**src/mrsc_consts.svh**
```systemverilog
// What this block does
// RL1 - power-on reset loads program counter with zero
// RL2 - power-on presets port data, direction to ones
// RL3 - qualified long low supply forces full reset
// RL4 - four legal threshold codes select four voltages
// RL5 - illegal threshold code: slow-clock delayed reset, restore
// RL6 - supply reset after slow delay keeps threshold
// RL7 - threshold register powers up as 01010101
// RL8 - supply monitoring off during power-down only
// RL9 - brown-out flag set by hardware, software clears
// RL10 - bad threshold flag set, software zero clears
// RL11 - cause register bits 6 to 3 read zero
// RL12 - normal watchdog time-out: full reset, timeout flag
// RL13 - sleep watchdog time-out clears only pc, sp
// RL14 - timeout, power-down flags follow reset source table
// RL15 - power-on reset disables every interrupt
// RL16 - power-on reset clears watchdog, then it counts
// RL17 - power-on reset switches all timers off
// RL18 - power-on reset points stack at top
// RL19 - ports inputs, eight analogue pins as converter inputs
// RL20 - hold internal reset short delay after power-up
// RL21 - illegal watchdog code: delayed reset, set flag
// RL22 - watchdog code flag cleared only by software
// RL23 - one combined reset, release synchronised to clock
// RL24 - illegal-code delay counted on slow oscillator edges
`ifndef MRSC_CONSTS_SVH
`define MRSC_CONSTS_SVH

// ****************************************************************
// register byte offsets
// ****************************************************************
`define MRSC_ADDR_THRESHOLD 4'h0
`define MRSC_ADDR_CAUSE     4'h4
`define MRSC_ADDR_STATUS    4'h8
`define MRSC_ADDR_WDOG      4'hc

// ****************************************************************
// reset values and legal codes
// ****************************************************************
`define MRSC_THR_POR        8'h55
`define MRSC_THR_2V10       8'h55
`define MRSC_THR_2V55       8'h33
`define MRSC_THR_3V15       8'h99
`define MRSC_THR_3V80       8'haa
`define MRSC_WDE_POR        5'h0a
`define MRSC_WDE_ENABLE     5'h0a
`define MRSC_WDE_DISABLE    5'h15
`define MRSC_PORT_POR       8'hff
`define MRSC_ANALOG_POR     8'hff

// ****************************************************************
// field positions
// ****************************************************************
`define MRSC_CAUSE_SYSKEEP  7
`define MRSC_CAUSE_BROWN    2
`define MRSC_CAUSE_BADTHR   1
`define MRSC_CAUSE_BADWDG   0
`define MRSC_STATUS_TO      1
`define MRSC_STATUS_PDF     0

// ****************************************************************
// timing
// ****************************************************************
`define MRSC_CLK_PERIOD_NS     10
`define MRSC_POR_DELAY_NS      1000
`define MRSC_POR_DELAY_CYC     ((`MRSC_POR_DELAY_NS + `MRSC_CLK_PERIOD_NS - 1) / `MRSC_CLK_PERIOD_NS)
`define MRSC_LOW_SUPPLY_MIN_NS 120000
`define MRSC_LOW_SUPPLY_MIN_CYC \
  ((`MRSC_LOW_SUPPLY_MIN_NS + `MRSC_CLK_PERIOD_NS - 1) / `MRSC_CLK_PERIOD_NS)
`define MRSC_SLOW_EDGES        2'h3

`endif

```
**src/mrsc_pkg.sv**
```systemverilog
package mrsc_pkg;
  // sequencer states, one-hot
  typedef enum logic [2:0] {
    st_hold = 3'b001,  // internal reset asserted
    st_run  = 3'b010,  // core running
    st_wait = 3'b100   // counting slow-clock edges before reset
  } mrsc_state_t;
endpackage : mrsc_pkg

```
**src/mrsc_reset_ctrl.sv**
```systemverilog
`timescale 1ns/10ps
`include "mrsc_consts.svh"

module mrsc_reset_ctrl #(
  parameter int unsigned LOW_SUPPLY_MIN_CYCLES = `MRSC_LOW_SUPPLY_MIN_CYC
) (
  input  wire logic        sys_clk_in,             // 100 MHz system clock
  input  wire logic        rstn_in,                // power-on reset, async
  input  wire logic        slow_osc_in,            // low-speed oscillator
  input  wire logic        low_supply_in,          // detector: supply low
  input  wire logic        wdt_timeout_in,         // watchdog overflow pulse
  input  wire logic        sleep_in,               // core in sleep
  input  wire logic        idle_in,                // core in idle
  input  wire logic        powerdown_in,           // core in power-down
  input  wire logic [3:0]  address_in,             // avalon byte address
  input  wire logic        read_in,
  input  wire logic        write_in,
  input  wire logic [31:0] writedata_in,
  input  wire logic [3:0]  byteenable_in,
  output logic      [31:0] readdata_out,
  output logic             waitrequest_out,
  output logic             core_rst_n_out,         // combined core reset
  output logic             por_init_out,           // power-on init phase
  output logic             pc_sp_clear_out,        // light reset pulse
  output logic             wdt_clear_out,          // watchdog counter clear
  output logic [7:0]       port_init_out,          // port data/dir preset
  output logic [7:0]       analog_assign_out,      // analogue pin assign
  output logic             brownout_monitor_en_out,
  output logic [7:0]       threshold_select_out,
  output logic [4:0]       watchdog_enable_out,
  output logic             idle_sysclk_keep_out,
  output logic             timeout_status_flag_out,
  output logic             powerdown_status_flag_out
);

  // ****************************************************************
  // synchronisers
  // ****************************************************************
  logic        rst_meta;       // release synchroniser, first stage
  logic        rst_sync;       // release synchroniser, second stage
  logic        osc_meta;       // slow clock sampler, first stage
  logic        osc_sync;       // slow clock sampler, second stage
  logic        osc_prev;       // for edge detection
  logic        sup_meta;       // supply detector, first stage
  logic        sup_sync;       // supply detector, second stage

  // deassertion of the pin is asynchronous; only rst_sync is used
  always_ff @(posedge sys_clk_in or negedge rstn_in) begin
    if (!rstn_in) begin
      rst_meta <= 1'b0;
      rst_sync <= 1'b0;
    end else begin
      rst_meta <= 1'b1;
      rst_sync <= rst_meta;  // RL23
    end
  end

  // slow oscillator is treated as data, not as a clock
  always_ff @(posedge sys_clk_in or negedge rstn_in) begin
    if (!rstn_in) begin
      osc_meta <= 1'b0;
      osc_sync <= 1'b0;
      osc_prev <= 1'b0;
    end else begin
      osc_meta <= slow_osc_in;
      osc_sync <= osc_meta;
      osc_prev <= osc_sync;
    end
  end

  // analogue detector output arrives from outside the clock domain
  always_ff @(posedge sys_clk_in or negedge rstn_in) begin
    if (!rstn_in) begin
      sup_meta <= 1'b0;
      sup_sync <= 1'b0;
    end else begin
      sup_meta <= low_supply_in;
      sup_sync <= sup_meta;
    end
  end

  // ****************************************************************
  // declarations
  // ****************************************************************
  mrsc_pkg::mrsc_state_t state;       // sequencer state
  mrsc_pkg::mrsc_state_t next_state;  // combinational next state
  logic [1:0]  edge_count;            // slow edges seen while waiting
  logic [7:0]  hold_count;            // cycles spent in hold
  logic [16:0] sup_count;             // low-supply duration counter
  logic        pend_lvr;              // latched causes for the reset
  logic        pend_thr;
  logic        pend_wdg;
  logic        por_phase;             // first hold after power-up
  logic        cause_brown;           // sticky cause flags
  logic        cause_badthr;
  logic        cause_badwdg;
  logic        osc_rise;              // slow clock rising edge
  logic        lvr_hit;               // qualified low supply
  logic        thr_legal;             // threshold code is defined
  logic        wdg_legal;             // watchdog code is defined
  logic        trouble;               // any delayed-reset cause
  logic        wait_done;             // last slow edge reached
  logic        hold_done;             // reset delay elapsed
  logic        wdt_full;              // watchdog time-out, running
  logic        wdt_light;             // watchdog time-out, sleeping
  logic        wr_do;                 // write accepted this edge
  logic        wr_lane0;              // write touches the low byte
  logic [7:0]  next_rdata;            // read mux

  assign osc_rise  = osc_sync & ~osc_prev;
  assign lvr_hit   = (sup_count == 17'(LOW_SUPPLY_MIN_CYCLES));
  assign trouble   = lvr_hit | ~thr_legal | ~wdg_legal;
  assign wait_done = (state == mrsc_pkg::st_wait) & osc_rise
                     & (edge_count == `MRSC_SLOW_EDGES - 2'h1);  // RL24
  assign hold_done = (state == mrsc_pkg::st_hold)
                     & (hold_count == 8'(`MRSC_POR_DELAY_CYC - 1));
  assign wdt_full  = (state == mrsc_pkg::st_run) & wdt_timeout_in
                     & ~(sleep_in | idle_in);
  assign wdt_light = (state == mrsc_pkg::st_run) & wdt_timeout_in
                     & (sleep_in | idle_in);
  assign wr_do     = write_in & ~waitrequest_out;
  assign wr_lane0  = wr_do & byteenable_in[0];

  // ****************************************************************
  // code checks
  // ****************************************************************
  // only four threshold codes are defined; all others trip a reset
  always_comb begin
    unique case (threshold_select_out)
      `MRSC_THR_2V10, `MRSC_THR_2V55,
      `MRSC_THR_3V15, `MRSC_THR_3V80: thr_legal = 1'b1;  // RL4
      default:                        thr_legal = 1'b0;
    endcase
  end

  // watchdog field is legal only as enable or disable code
  always_comb begin
    wdg_legal = (watchdog_enable_out == `MRSC_WDE_ENABLE)
              | (watchdog_enable_out == `MRSC_WDE_DISABLE);  // RL21
  end

  // ****************************************************************
  // low supply qualification
  // ****************************************************************
  // a low pulse shorter than the minimum restarts the count, so it
  // never reaches the hit value; power-down keeps the monitor idle
  always_ff @(posedge sys_clk_in or negedge rstn_in) begin
    if (!rstn_in) begin
      sup_count <= 17'h0_0000;
    end else if (!sup_sync || powerdown_in) begin
      sup_count <= 17'h0_0000;  // RL3 RL8
    end else if (!lvr_hit) begin
      sup_count <= sup_count + 17'h0_0001;
    end
  end

  // ****************************************************************
  // sequencer
  // ****************************************************************
  // watchdog time-outs act at once; code faults and low supply wait
  // for slow-clock edges, so the delay spans two to three periods
  always_comb begin
    next_state = state;
    unique case (state)
      mrsc_pkg::st_hold: begin
        if (hold_done && rst_sync) begin
          next_state = mrsc_pkg::st_run;  // RL20 RL23
        end
      end
      mrsc_pkg::st_run: begin
        if (wdt_full) begin
          next_state = mrsc_pkg::st_hold;  // RL12
        end else if (trouble && !wdt_light) begin
          next_state = mrsc_pkg::st_wait;  // RL5 RL6 RL21
        end
      end
      mrsc_pkg::st_wait: begin
        if (wait_done) begin
          next_state = mrsc_pkg::st_hold;
        end
      end
      default: next_state = mrsc_pkg::st_hold;
    endcase
  end

  // state register and the counters that belong to it
  always_ff @(posedge sys_clk_in or negedge rstn_in) begin
    if (!rstn_in) begin
      state      <= mrsc_pkg::st_hold;
      edge_count <= 2'h0;
      hold_count <= 8'h00;
    end else begin
      state <= next_state;
      // slow edges count only while waiting
      if (state == mrsc_pkg::st_wait && osc_rise) begin
        edge_count <= edge_count + 2'h1;  // RL24
      end else if (state != mrsc_pkg::st_wait) begin
        edge_count <= 2'h0;
      end
      // hold count restarts on every entry to hold
      if (state != mrsc_pkg::st_hold) begin
        hold_count <= 8'h00;
      end else if (!hold_done) begin
        hold_count <= hold_count + 8'h01;
      end
    end
  end

  // causes gather while waiting, so a second fault is not lost
  always_ff @(posedge sys_clk_in or negedge rstn_in) begin
    if (!rstn_in) begin
      pend_lvr <= 1'b0;
      pend_thr <= 1'b0;
      pend_wdg <= 1'b0;
    end else if (state == mrsc_pkg::st_wait || next_state == mrsc_pkg::st_wait) begin
      pend_lvr <= pend_lvr | lvr_hit;
      pend_thr <= pend_thr | ~thr_legal;
      pend_wdg <= pend_wdg | ~wdg_legal;
    end else begin
      pend_lvr <= 1'b0;
      pend_thr <= 1'b0;
      pend_wdg <= 1'b0;
    end
  end

  // ****************************************************************
  // reset outputs
  // ****************************************************************
  // power-on phase lasts until the first hold completes
  always_ff @(posedge sys_clk_in or negedge rstn_in) begin
    if (!rstn_in) begin
      por_phase <= 1'b1;
    end else if (hold_done && rst_sync) begin
      por_phase <= 1'b0;  // RL20
    end
  end

  // every output is a flop so the core sees no glitches
  always_ff @(posedge sys_clk_in or negedge rstn_in) begin
    if (!rstn_in) begin
      core_rst_n_out    <= 1'b0;
      por_init_out      <= 1'b1;
      pc_sp_clear_out   <= 1'b0;
      wdt_clear_out     <= 1'b1;
      port_init_out     <= `MRSC_PORT_POR;
      analog_assign_out <= `MRSC_ANALOG_POR;
    end else begin
      // core restarts from address zero when this rises
      core_rst_n_out    <= (next_state != mrsc_pkg::st_hold);  // RL1 RL23
      // core disables interrupts, stops timers, sets stack top
      por_init_out      <= por_phase;  // RL15 RL17 RL18
      pc_sp_clear_out   <= wdt_light;  // RL13
      // watchdog runs again the cycle after hold ends
      wdt_clear_out     <= (next_state == mrsc_pkg::st_hold);  // RL16
      port_init_out     <= por_phase ? `MRSC_PORT_POR : 8'h00;  // RL2 RL19
      analog_assign_out <= por_phase ? `MRSC_ANALOG_POR : 8'h00;  // RL19
    end
  end

  // monitor enable follows power-down state
  always_ff @(posedge sys_clk_in or negedge rstn_in) begin
    if (!rstn_in) begin
      brownout_monitor_en_out <= 1'b1;
    end else begin
      brownout_monitor_en_out <= ~powerdown_in;  // RL8
    end
  end

  // ****************************************************************
  // status flags
  // ****************************************************************
  // low-supply and code resets leave both flags alone
  always_ff @(posedge sys_clk_in or negedge rstn_in) begin
    if (!rstn_in) begin
      timeout_status_flag_out   <= 1'b0;  // RL14
      powerdown_status_flag_out <= 1'b0;
    end else if (wdt_full) begin
      timeout_status_flag_out   <= 1'b1;  // RL12 RL14
    end else if (wdt_light) begin
      timeout_status_flag_out   <= 1'b1;  // RL13 RL14
      powerdown_status_flag_out <= 1'b1;
    end
  end

  // ****************************************************************
  // configuration registers
  // ****************************************************************
  // a bad code is replaced by its power-on value as the reset fires;
  // a low-supply reset leaves a legal code untouched
  always_ff @(posedge sys_clk_in or negedge rstn_in) begin
    if (!rstn_in) begin
      threshold_select_out <= `MRSC_THR_POR;  // RL7
    end else if (wait_done && pend_thr) begin
      threshold_select_out <= `MRSC_THR_POR;  // RL5
    end else if (wr_lane0 && address_in == `MRSC_ADDR_THRESHOLD) begin
      threshold_select_out <= writedata_in[7:0];
    end
  end

  // watchdog field returns to its default on every full reset
  always_ff @(posedge sys_clk_in or negedge rstn_in) begin
    if (!rstn_in) begin
      watchdog_enable_out <= `MRSC_WDE_POR;
    end else if (wait_done || wdt_full) begin
      watchdog_enable_out <= `MRSC_WDE_POR;
    end else if (wr_lane0 && address_in == `MRSC_ADDR_WDOG) begin
      watchdog_enable_out <= writedata_in[4:0];
    end
  end

  // system clock keep bit is plain read/write
  always_ff @(posedge sys_clk_in or negedge rstn_in) begin
    if (!rstn_in) begin
      idle_sysclk_keep_out <= 1'b0;
    end else if (wr_lane0 && address_in == `MRSC_ADDR_CAUSE) begin
      idle_sysclk_keep_out <= writedata_in[`MRSC_CAUSE_SYSKEEP];
    end
  end

  // ****************************************************************
  // cause flags
  // ****************************************************************
  // hardware only sets; a written zero clears; set beats clear
  always_ff @(posedge sys_clk_in or negedge rstn_in) begin
    if (!rstn_in) begin
      cause_brown  <= 1'b0;
      cause_badthr <= 1'b0;
      cause_badwdg <= 1'b0;
    end else begin
      if (wait_done && pend_lvr) begin
        cause_brown <= 1'b1;  // RL3 RL9
      end else if (wr_lane0 && address_in == `MRSC_ADDR_CAUSE
                   && !writedata_in[`MRSC_CAUSE_BROWN]) begin
        cause_brown <= 1'b0;  // RL9
      end
      if (wait_done && pend_thr) begin
        cause_badthr <= 1'b1;  // RL10
      end else if (wr_lane0 && address_in == `MRSC_ADDR_CAUSE
                   && !writedata_in[`MRSC_CAUSE_BADTHR]) begin
        cause_badthr <= 1'b0;  // RL10
      end
      if (wait_done && pend_wdg) begin
        cause_badwdg <= 1'b1;  // RL21
      end else if (wr_lane0 && address_in == `MRSC_ADDR_CAUSE
                   && !writedata_in[`MRSC_CAUSE_BADWDG]) begin
        cause_badwdg <= 1'b0;  // RL22
      end
    end
  end

  // ****************************************************************
  // avalon slave
  // ****************************************************************
  // read mux; unmapped offsets read zero
  always_comb begin
    next_rdata = 8'h00;
    unique case (address_in)
      `MRSC_ADDR_THRESHOLD: next_rdata = threshold_select_out;
      `MRSC_ADDR_CAUSE: begin
        next_rdata = {idle_sysclk_keep_out, 4'h0, cause_brown,
                      cause_badthr, cause_badwdg};  // RL11
      end
      `MRSC_ADDR_STATUS: begin
        next_rdata = {6'h00, timeout_status_flag_out, powerdown_status_flag_out};
      end
      `MRSC_ADDR_WDOG: next_rdata = {3'h0, watchdog_enable_out};
      default:         next_rdata = 8'h00;
    endcase
  end

  // one wait cycle per request keeps waitrequest a plain flop
  always_ff @(posedge sys_clk_in or negedge rstn_in) begin
    if (!rstn_in) begin
      waitrequest_out <= 1'b1;
    end else begin
      waitrequest_out <= ~((read_in | write_in) & waitrequest_out);
    end
  end

  // data captured in the wait cycle stands at the release edge
  always_ff @(posedge sys_clk_in or negedge rstn_in) begin
    if (!rstn_in) begin
      readdata_out <= 32'h0000_0000;
    end else if (read_in && waitrequest_out) begin
      readdata_out <= {24'h00_0000, next_rdata};
    end
  end

endmodule : mrsc_reset_ctrl

```
**config.mk**
```make
export PLATFORM = sky130hd
export DESIGN_NAME = mrsc_reset_ctrl
export DESIGN_NICKNAME = d
export VERILOG_FILES = /design/src/mrsc_pkg.sv /design/src/mrsc_reset_ctrl.sv
export VERILOG_INCLUDE_DIRS = /design/src
export SDC_FILE = /design/constraint.sdc
export NUM_CORES = 1
export LEC_CHECK = 0
export BUFFER_PORTS_ARGS = -buffer_cell sky130_fd_sc_hd__buf_2
export CAP_MARGIN = 20
export CELL_PAD_IN_SITES_DETAIL_PLACEMENT = 0
export CELL_PAD_IN_SITES_GLOBAL_PLACEMENT = 2
export CORE_UTILIZATION = 32
export CTS_BUF_LIST = sky130_fd_sc_hd__clkbuf_2
export DETAILED_ROUTE_END_ITERATION = 12
export GPL_ROUTABILITY_DRIVEN = 0
export HOLD_SLACK_MARGIN = 0.08
export PLACE_DENSITY_LB_ADDON = 0.05
export SKIP_LAST_GASP = 1
export SLEW_MARGIN = 15
export SYNTH_ARGS = -nofsm -noshare
export SYNTH_HDL_FRONTEND = slang
export SYNTH_SLANG_ARGS = --single-unit
```
**constraint.sdc**
```tcl
create_clock -name sys_clk_in -period 2.2 [get_ports sys_clk_in]
set_input_delay 0.22 -clock sys_clk_in [delete_from_list [all_inputs] [get_ports sys_clk_in]]
set_output_delay 0.22 -clock sys_clk_in [all_outputs]
set_load 0.01 [all_outputs]
```
==> flow_summary.yaml, run 1 <==
finish:
  fin_cells: 576
  drive_gt1_share_pct: 26.4
  final_common_cell: "buf_2"
  layout_common_cells: "buf_2 (67), dfrtp_1 (62), nor2_1 (35)"
  antennaDiodeCount: 0
  final_nets: 485
  area_delta_synth_final_pct: 18.0
die:
  start_util_pct: 33.5
  io_pins: 120
  design.core.area_sq_um: 11100
  fp.dieW_microns: 110
  row_count: 38
  die_h_microns: 110
  die-area_sq_um: 12000
sta:
  setup-violations-final: 0
  worst_slew_pin_slew_ns: 0.634
  final_max_slew_viol_count: 0
  fmax_ghz: 0.495
  final.setup_skew_ns: 0.0159
  hold_violations: 0
  tns_ns: 0
  finalCritPeriodShare_pct: 91.9
  rsz0062_at_grt: "no"
  holdWs_ns: 0.147
  slew_headroom_pct: 57.6
  fin_crit_ns: 2.02
cts:
  clk-insertion-delay-late_ns: 0.48
  cts_tree: "done"
  cts_sinks: 74
  path_clk_slew_ns: 0.21
  numCtsBuffers: 9
  htreeDepth: 3
  cts_buffer_depth: 2
  root_buffer: "clkbuf_2"
setup_path:
  critical_path_class: "reg -> reg"
  critPathRequiredTime_ns: 2.61
  crit_fanout: 5
  arrival_ns: 2.43
  rr_startpoint: "sup_count[0]$_DFFE_PN0P_"
  endpoint_kind: "flop"
  startpoint: "sup_count[0]$_DFFE_PN0P_"
  start_kind: "flop"
grt:
  grt_max_degree: 46
  overflow: 0
  use_met1_pct: 20.7
  busiest_layer: "met2"
  grt_pass1_wl_microns: 13900
  grt_pass1_vias: 2674
  grt_use_met3_pct: 2.49
  antenna_found_initial: 0
  track_usage_pct: 15.3
  use_met2_pct: 24.5
routing:
  ant_nets: 0
  drt-total-wl_microns: 8420
  wl_per_cell_microns: 14.6
  drtIter0Drc: 110
  firstDrtPassIters: 4
  vias_per_cell: 4.73
  vias: 2722
  drc: 0
power:
  ir_drop_mv: 0.303
  p_seq_share_pct: 54.0
  p_comb_share_pct: 11.4
  switching_share_pct: 26.2
  pwr-share-clk_pct: 34.6
  p_int_w: 0.00206
  leakage_nw: 2.06
  p_switching_w: 0.000732
  powerDensity_nw_per_um2: 639
logic_synthesis:
  synth_edf_count: 0
  ys.flop_type: "dfrtp_1"
  synth_area_leader_cell: "dfrtp_1"
  async_reset_ff_share_pct: 100
  synth_top_area_share_pct: 41.9
  synth_area_leaders: "dfrtp_1 (42%), dfstp_2 (8.5%), buf_4 (8.1%)"
  yosys_warnings: 0
  syn_area_sq_um: 3710
  synth_cells: 353
  yosysSeqAreaShare_pct: 50.4
  ys_ff_latch: 74
  syn_avg_cell_area_sq_um: 10.5
  yosysUniqueCellTypes: 56
placement:
  dp.cells: 541
  dpl.hpwl_microns: 6030
  io_buffers: 68
worst_hold_path:
  min_path_type: "in -> reg"
  hp-start: "address_in[1]"
run:
  maxCapViolCount: 0
status:
  status: "complete, no violations"
[path summary, 6_finish.rpt]
check / endpoint / slack, ns / cells after the start
setup / recovery: sup_count[16]$_DFFE_PN0P_ / 0.18 / 5
hold / removal: readdata_out[1]$_DFFE_PN0P_ / 0.15 / 3
setup reg to reg: sup_count[16]$_DFFE_PN0P_ / 0.18 / 5
hold reg to reg: osc_sync$_DFF_PN0_ / 0.37 / 0
max in group asynchronous: threshold_select_out[4]$_DFFE_PN1P_ / 1.28 / 3
min in group asynchronous: readdata_out[5]$_DFFE_PN0P_ / 0.25 / 2
[stage by stage]
| stage | util (%) | power, W | instance area (sq um) | setup WS, ns |
|---|---|---|---|---|
| 5_1_grt | 39.5 | 0.00294 | 4370 | 0.0603 |
| 4_1_cts | 39.5 | 0.00285 | 4370 | 0.189 |
| 6_report | 39.5 | 0.00280 | 4370 | 0.179 |
| 3_5_place_dp | 36.4 | 0.00183 | 4030 | 0.190 |
| 2_1_floorplan | - | 0.00171 | 3790 | 0.414 |
| 3_3_place_gp | 36.4 | 0.00183 | 4030 | 0.240 |
[what timing repair did]
item	CTS	global route
hold endpoints to repair	68	0
setup buffers	0	0
resized for setup	0	0
hold buffers	19	0
[critical path, cell delays in order (launching register included)]
cell	delay, ns
dfrtp_1	0.45
ha_1	0.24
nand2_1	0.16
or3_4	0.40
or4_1	0.47
a211oi_1	0.24
[routing by layer]
metal  routed length (microns)  vias to the layer above
met5                         0                        -
met3                       348                        8
met2                      3850                       74
met4                        93                        0
met1                      4120                     1303
li1                          -                     1337
[cell families (layout without fill, tap and decap cells)]
| kind of cell | Yosys count | count (layout) | synth area share, % |
|---|---|---|---|
| buffers and inverters | 57 | 117 | 9.86 |
| muxes | 22 | 22 | 6.68 |
| AOI/OAI and AO/OA | 46 | 46 | 8.31 |
| and+or+nand+nor | 133 | 133 | 19.7 |
| xor gates and xnor gates | 15 | 15 | 3.55 |
| DFF | 74 | 74 | 50.4 |
| adders and majority gates | 4 | 4 | 1.35 |
| other | 2 | 25 | 0.203 |
[cell type report]
class | count | area [sq um]
inverter | 9 | 33.8
sequential | 74 | 1870
clock buffer | 9 | 45.0
fill | 1163 | 6710
timing repair buffer | 92 | 583
clock inverter | 7 | 108
multi-input combinational | 245 | 1560
tap | 140 | 175
[sequential cells by signal, summed over array words and instances (netlist names), 2 cells and up]
register and flops:
hold_count 8, threshold_select_out 8, edge_count 2, readdata_out 8
state 3, sup_count 17, watchdog_enable_out 5
[synthesized netlist by cell type, drive strengths merged, types with 9 or more instances]
library cell and count:
o21ai 14, inv 9, a21oi 9, dfrtp 62
nand2 28, mux2i 18, or3 9, xnor2 9
nand3 13, dfstp 12, nor2 35, buf 41
[power groups by stage]
stage               sequential (W)  clock (W)  combinational, W
floorplan                  0.00153          0          0.000171
global placement           0.00153          0          0.000294
detailed placement         0.00153          0          0.000297
CTS                        0.00151    0.00101          0.000326
global route               0.00152    0.00105          0.000364
finish                     0.00151   0.000967          0.000319
Note: power is estimated with default switching activity, not from simulation.
==> inputs of run 2 (changes only) <==
--- a/config.mk
+++ b/config.mk
@@ -15,7 +15,7 @@
 export DETAILED_ROUTE_END_ITERATION = 12
 export GPL_ROUTABILITY_DRIVEN = 0
 export HOLD_SLACK_MARGIN = 0.08
-export PLACE_DENSITY_LB_ADDON = 0.05
+export PLACE_DENSITY = 0.79
 export SKIP_LAST_GASP = 1
 export SLEW_MARGIN = 15
 export SYNTH_ARGS = -nofsm -noshare
==> run 2 against run 1 <==
Effect of this change:
- maximum frequency increased by 0.67%
- largest power group unchanged
- design area shrank 0.77%
- count of clock-buffer cells in the layout is 1 higher
- critical endpoint unchanged
==> flow_summary.yaml, run 2 (same netlist as run 1, synthesis figures left out) <==
grt:
  grt_pass1_wl_microns: 12900
  track_usage_pct: 13.9
  grt_pass1_vias: 2624
  antenna_found_initial: 0
  grt_max_degree: 75
  overflow: 0
routing:
  firstDrtPassIters: 4
  vias: 2741
  ant_nets: 0
  drtIter0Drc: 94
  wl_per_cell_microns: 13.6
  drc: 0
  vias_per_cell: 4.76
  drt-total-wl_microns: 7860
cts:
  clk-insertion-delay-late_ns: 0.51
  cts_sinks: 74
  cts_buffer_depth: 2
  cts_tree: "done"
  numCtsBuffers: 9
  root_buffer: "clkbuf_2"
  path_clk_slew_ns: 0.24
  htreeDepth: 3
setup_path:
  crit_buf_inv: 0
  crit_chain: "ha_1 > nand2_1 > or3_4 > or4_1 > a211oi_1"
  crit_fanout: 5
  path_delay_family: "simple AND/OR/NAND/NOR gates"
  max_stage_delay_ns: 0.47
  arrival_ns: 2.44
  start_kind: "flop"
  critical_path_class: "reg -> reg"
  critPathRequiredTime_ns: 2.63
  crit_slowest_cell: "dfrtp_1"
  endpoint_kind: "flop"
sta:
  final_max_slew_viol_count: 0
  setup-violations-final: 0
  slew_headroom_pct: 61.2
  worst_slew_pin_slew_ns: 0.581
  fmax_ghz: 0.498
  finalCritPeriodShare_pct: 91.3
  hold_violations: 0
  rsz0062_at_grt: "no"
  final.setup_skew_ns: 0.0371
  fin_crit_ns: 2.01
  tns_ns: 0
  timing.final.ws_setup_ns: 0.192
placement:
  dpl.hpwl_microns: 5460
  io_buffers: 68
  dp_worst_setup_slack_ns: 0.210
die:
  row_count: 38
  die-area_sq_um: 12000
  design.core.area_sq_um: 11100
  die_h_microns: 110
  start_util_pct: 33.5
  io_pins: 120
  fp.dieW_microns: 110
finish:
  layout_common_cells: "buf_2 (68), dfrtp_1 (62), nor2_1 (35)"
  final_nets: 485
  fill_cells: 1123
  antennaDiodeCount: 0
  largest_reg_flops: 17
  regArea_sq_um: 1870
  multi_input_area_sq_um: 1560
  area_delta_synth_final_pct: 17.0
  top_register: "sup_count"
  drive_gt1_share_pct: 26.4
  final_common_cell: "buf_2"
power:
  p_seq_share_pct: 58.1
  p_comb_share_pct: 12.1
  pwr-share-clk_pct: 29.8
  p_switching_w: 0.000746
  ir_drop_mv: 0.305
  p_int_w: 0.00186
  powerDensity_nw_per_um2: 600
  leakage_nw: 2.04
  switching_share_pct: 28.7
run:
  maxCapViolCount: 0
status:
  status: "complete, no violations"
worst_hold_path:
  min_path_type: "in -> reg"
==> run 2: per-stage QoR <==
step	power, W	cells	utilization, %	hold WS (ns)	cell area [sq um]
after floorplan	0.00171	376	-	-0.0756	3790
after global placement	0.00182	539	36.2	0.286	4010
after detailed placement	0.00182	539	36.2	0.289	4010
after CTS	0.00265	576	39.2	0.171	4340
after global routing	0.00276	576	39.2	0.142	4340
final	0.00260	576	39.2	0.222	4340
==> run 2: power groups by stage <==
stage | combinational [W] | sequential, W | clock (W)
2_1_floorplan | 0.000171 | 0.00153 | 0
3_3_place_gp | 0.000286 | 0.00153 | 0
3_5_place_dp | 0.000289 | 0.00154 | 0
4_1_cts | 0.000321 | 0.00151 | 0.000819
5_1_grt | 0.000357 | 0.00152 | 0.000882
6_report | 0.000316 | 0.00151 | 0.000776
==> run 2: worst paths after layout <==
| check | start | to | slack, ns | cells after the start |
|---|---|---|---|---|
| min | address_in[2] | idle_sysclk_keep_out$_DFFE_PN0P_ | 0.22 | 3 |
| max in group asynchronous | rstn_in | brownout_monitor_en_out$_DFF_PN1_ | 1.58 | 3 |
| min in group asynchronous | rstn_in | readdata_out[2]$_DFFE_PN0P_ | 0.24 | 3 |
| max reg2reg | sup_count[1]$_DFFE_PN0P_ | sup_count[16]$_DFFE_PN0P_ | 0.19 | 5 |
| max | sup_count[1]$_DFFE_PN0P_ | sup_count[16]$_DFFE_PN0P_ | 0.19 | 5 |
| min reg2reg | sup_meta$_DFF_PN0_ | sup_sync$_DFF_PN0_ | 0.38 | 0 |
==> run 2: final cells by class <==
cell class | count | share of cell area [%]
clock buffers | 10 | 1.15
clock inverters | 6 | 1.53
inverters | 9 | 0.779
multi-input cells | 245 | 36.0
flip-flops and latches | 74 | 43.0
well taps | 140 | 4.04
repair buffers | 92 | 13.5
==> run 2: metal layers <==
metal	share of wire, %	vias to the layer above	track usage, %	routed length, microns
met5	0	-	0	0
met4	0.78	0	3.14	61
met3	4.8	6	4.03	380
met2	47	75	23.4	3690
met1	47	1312	17.7	3730
li1	-	1348	-	-
==> run 2: worst min-delay path: cells and delay by family <==
family	cells	cell delay (ns)
buf+inv	1	0.16
simple gates	1	0.17
mux	1	0.18
==> run 2: repair_timing <==
item	in CTS	in global routing
resized for setup	0	0
hold endpoints to repair	105	0
hold buffers	21	0
setup buffers	0	0
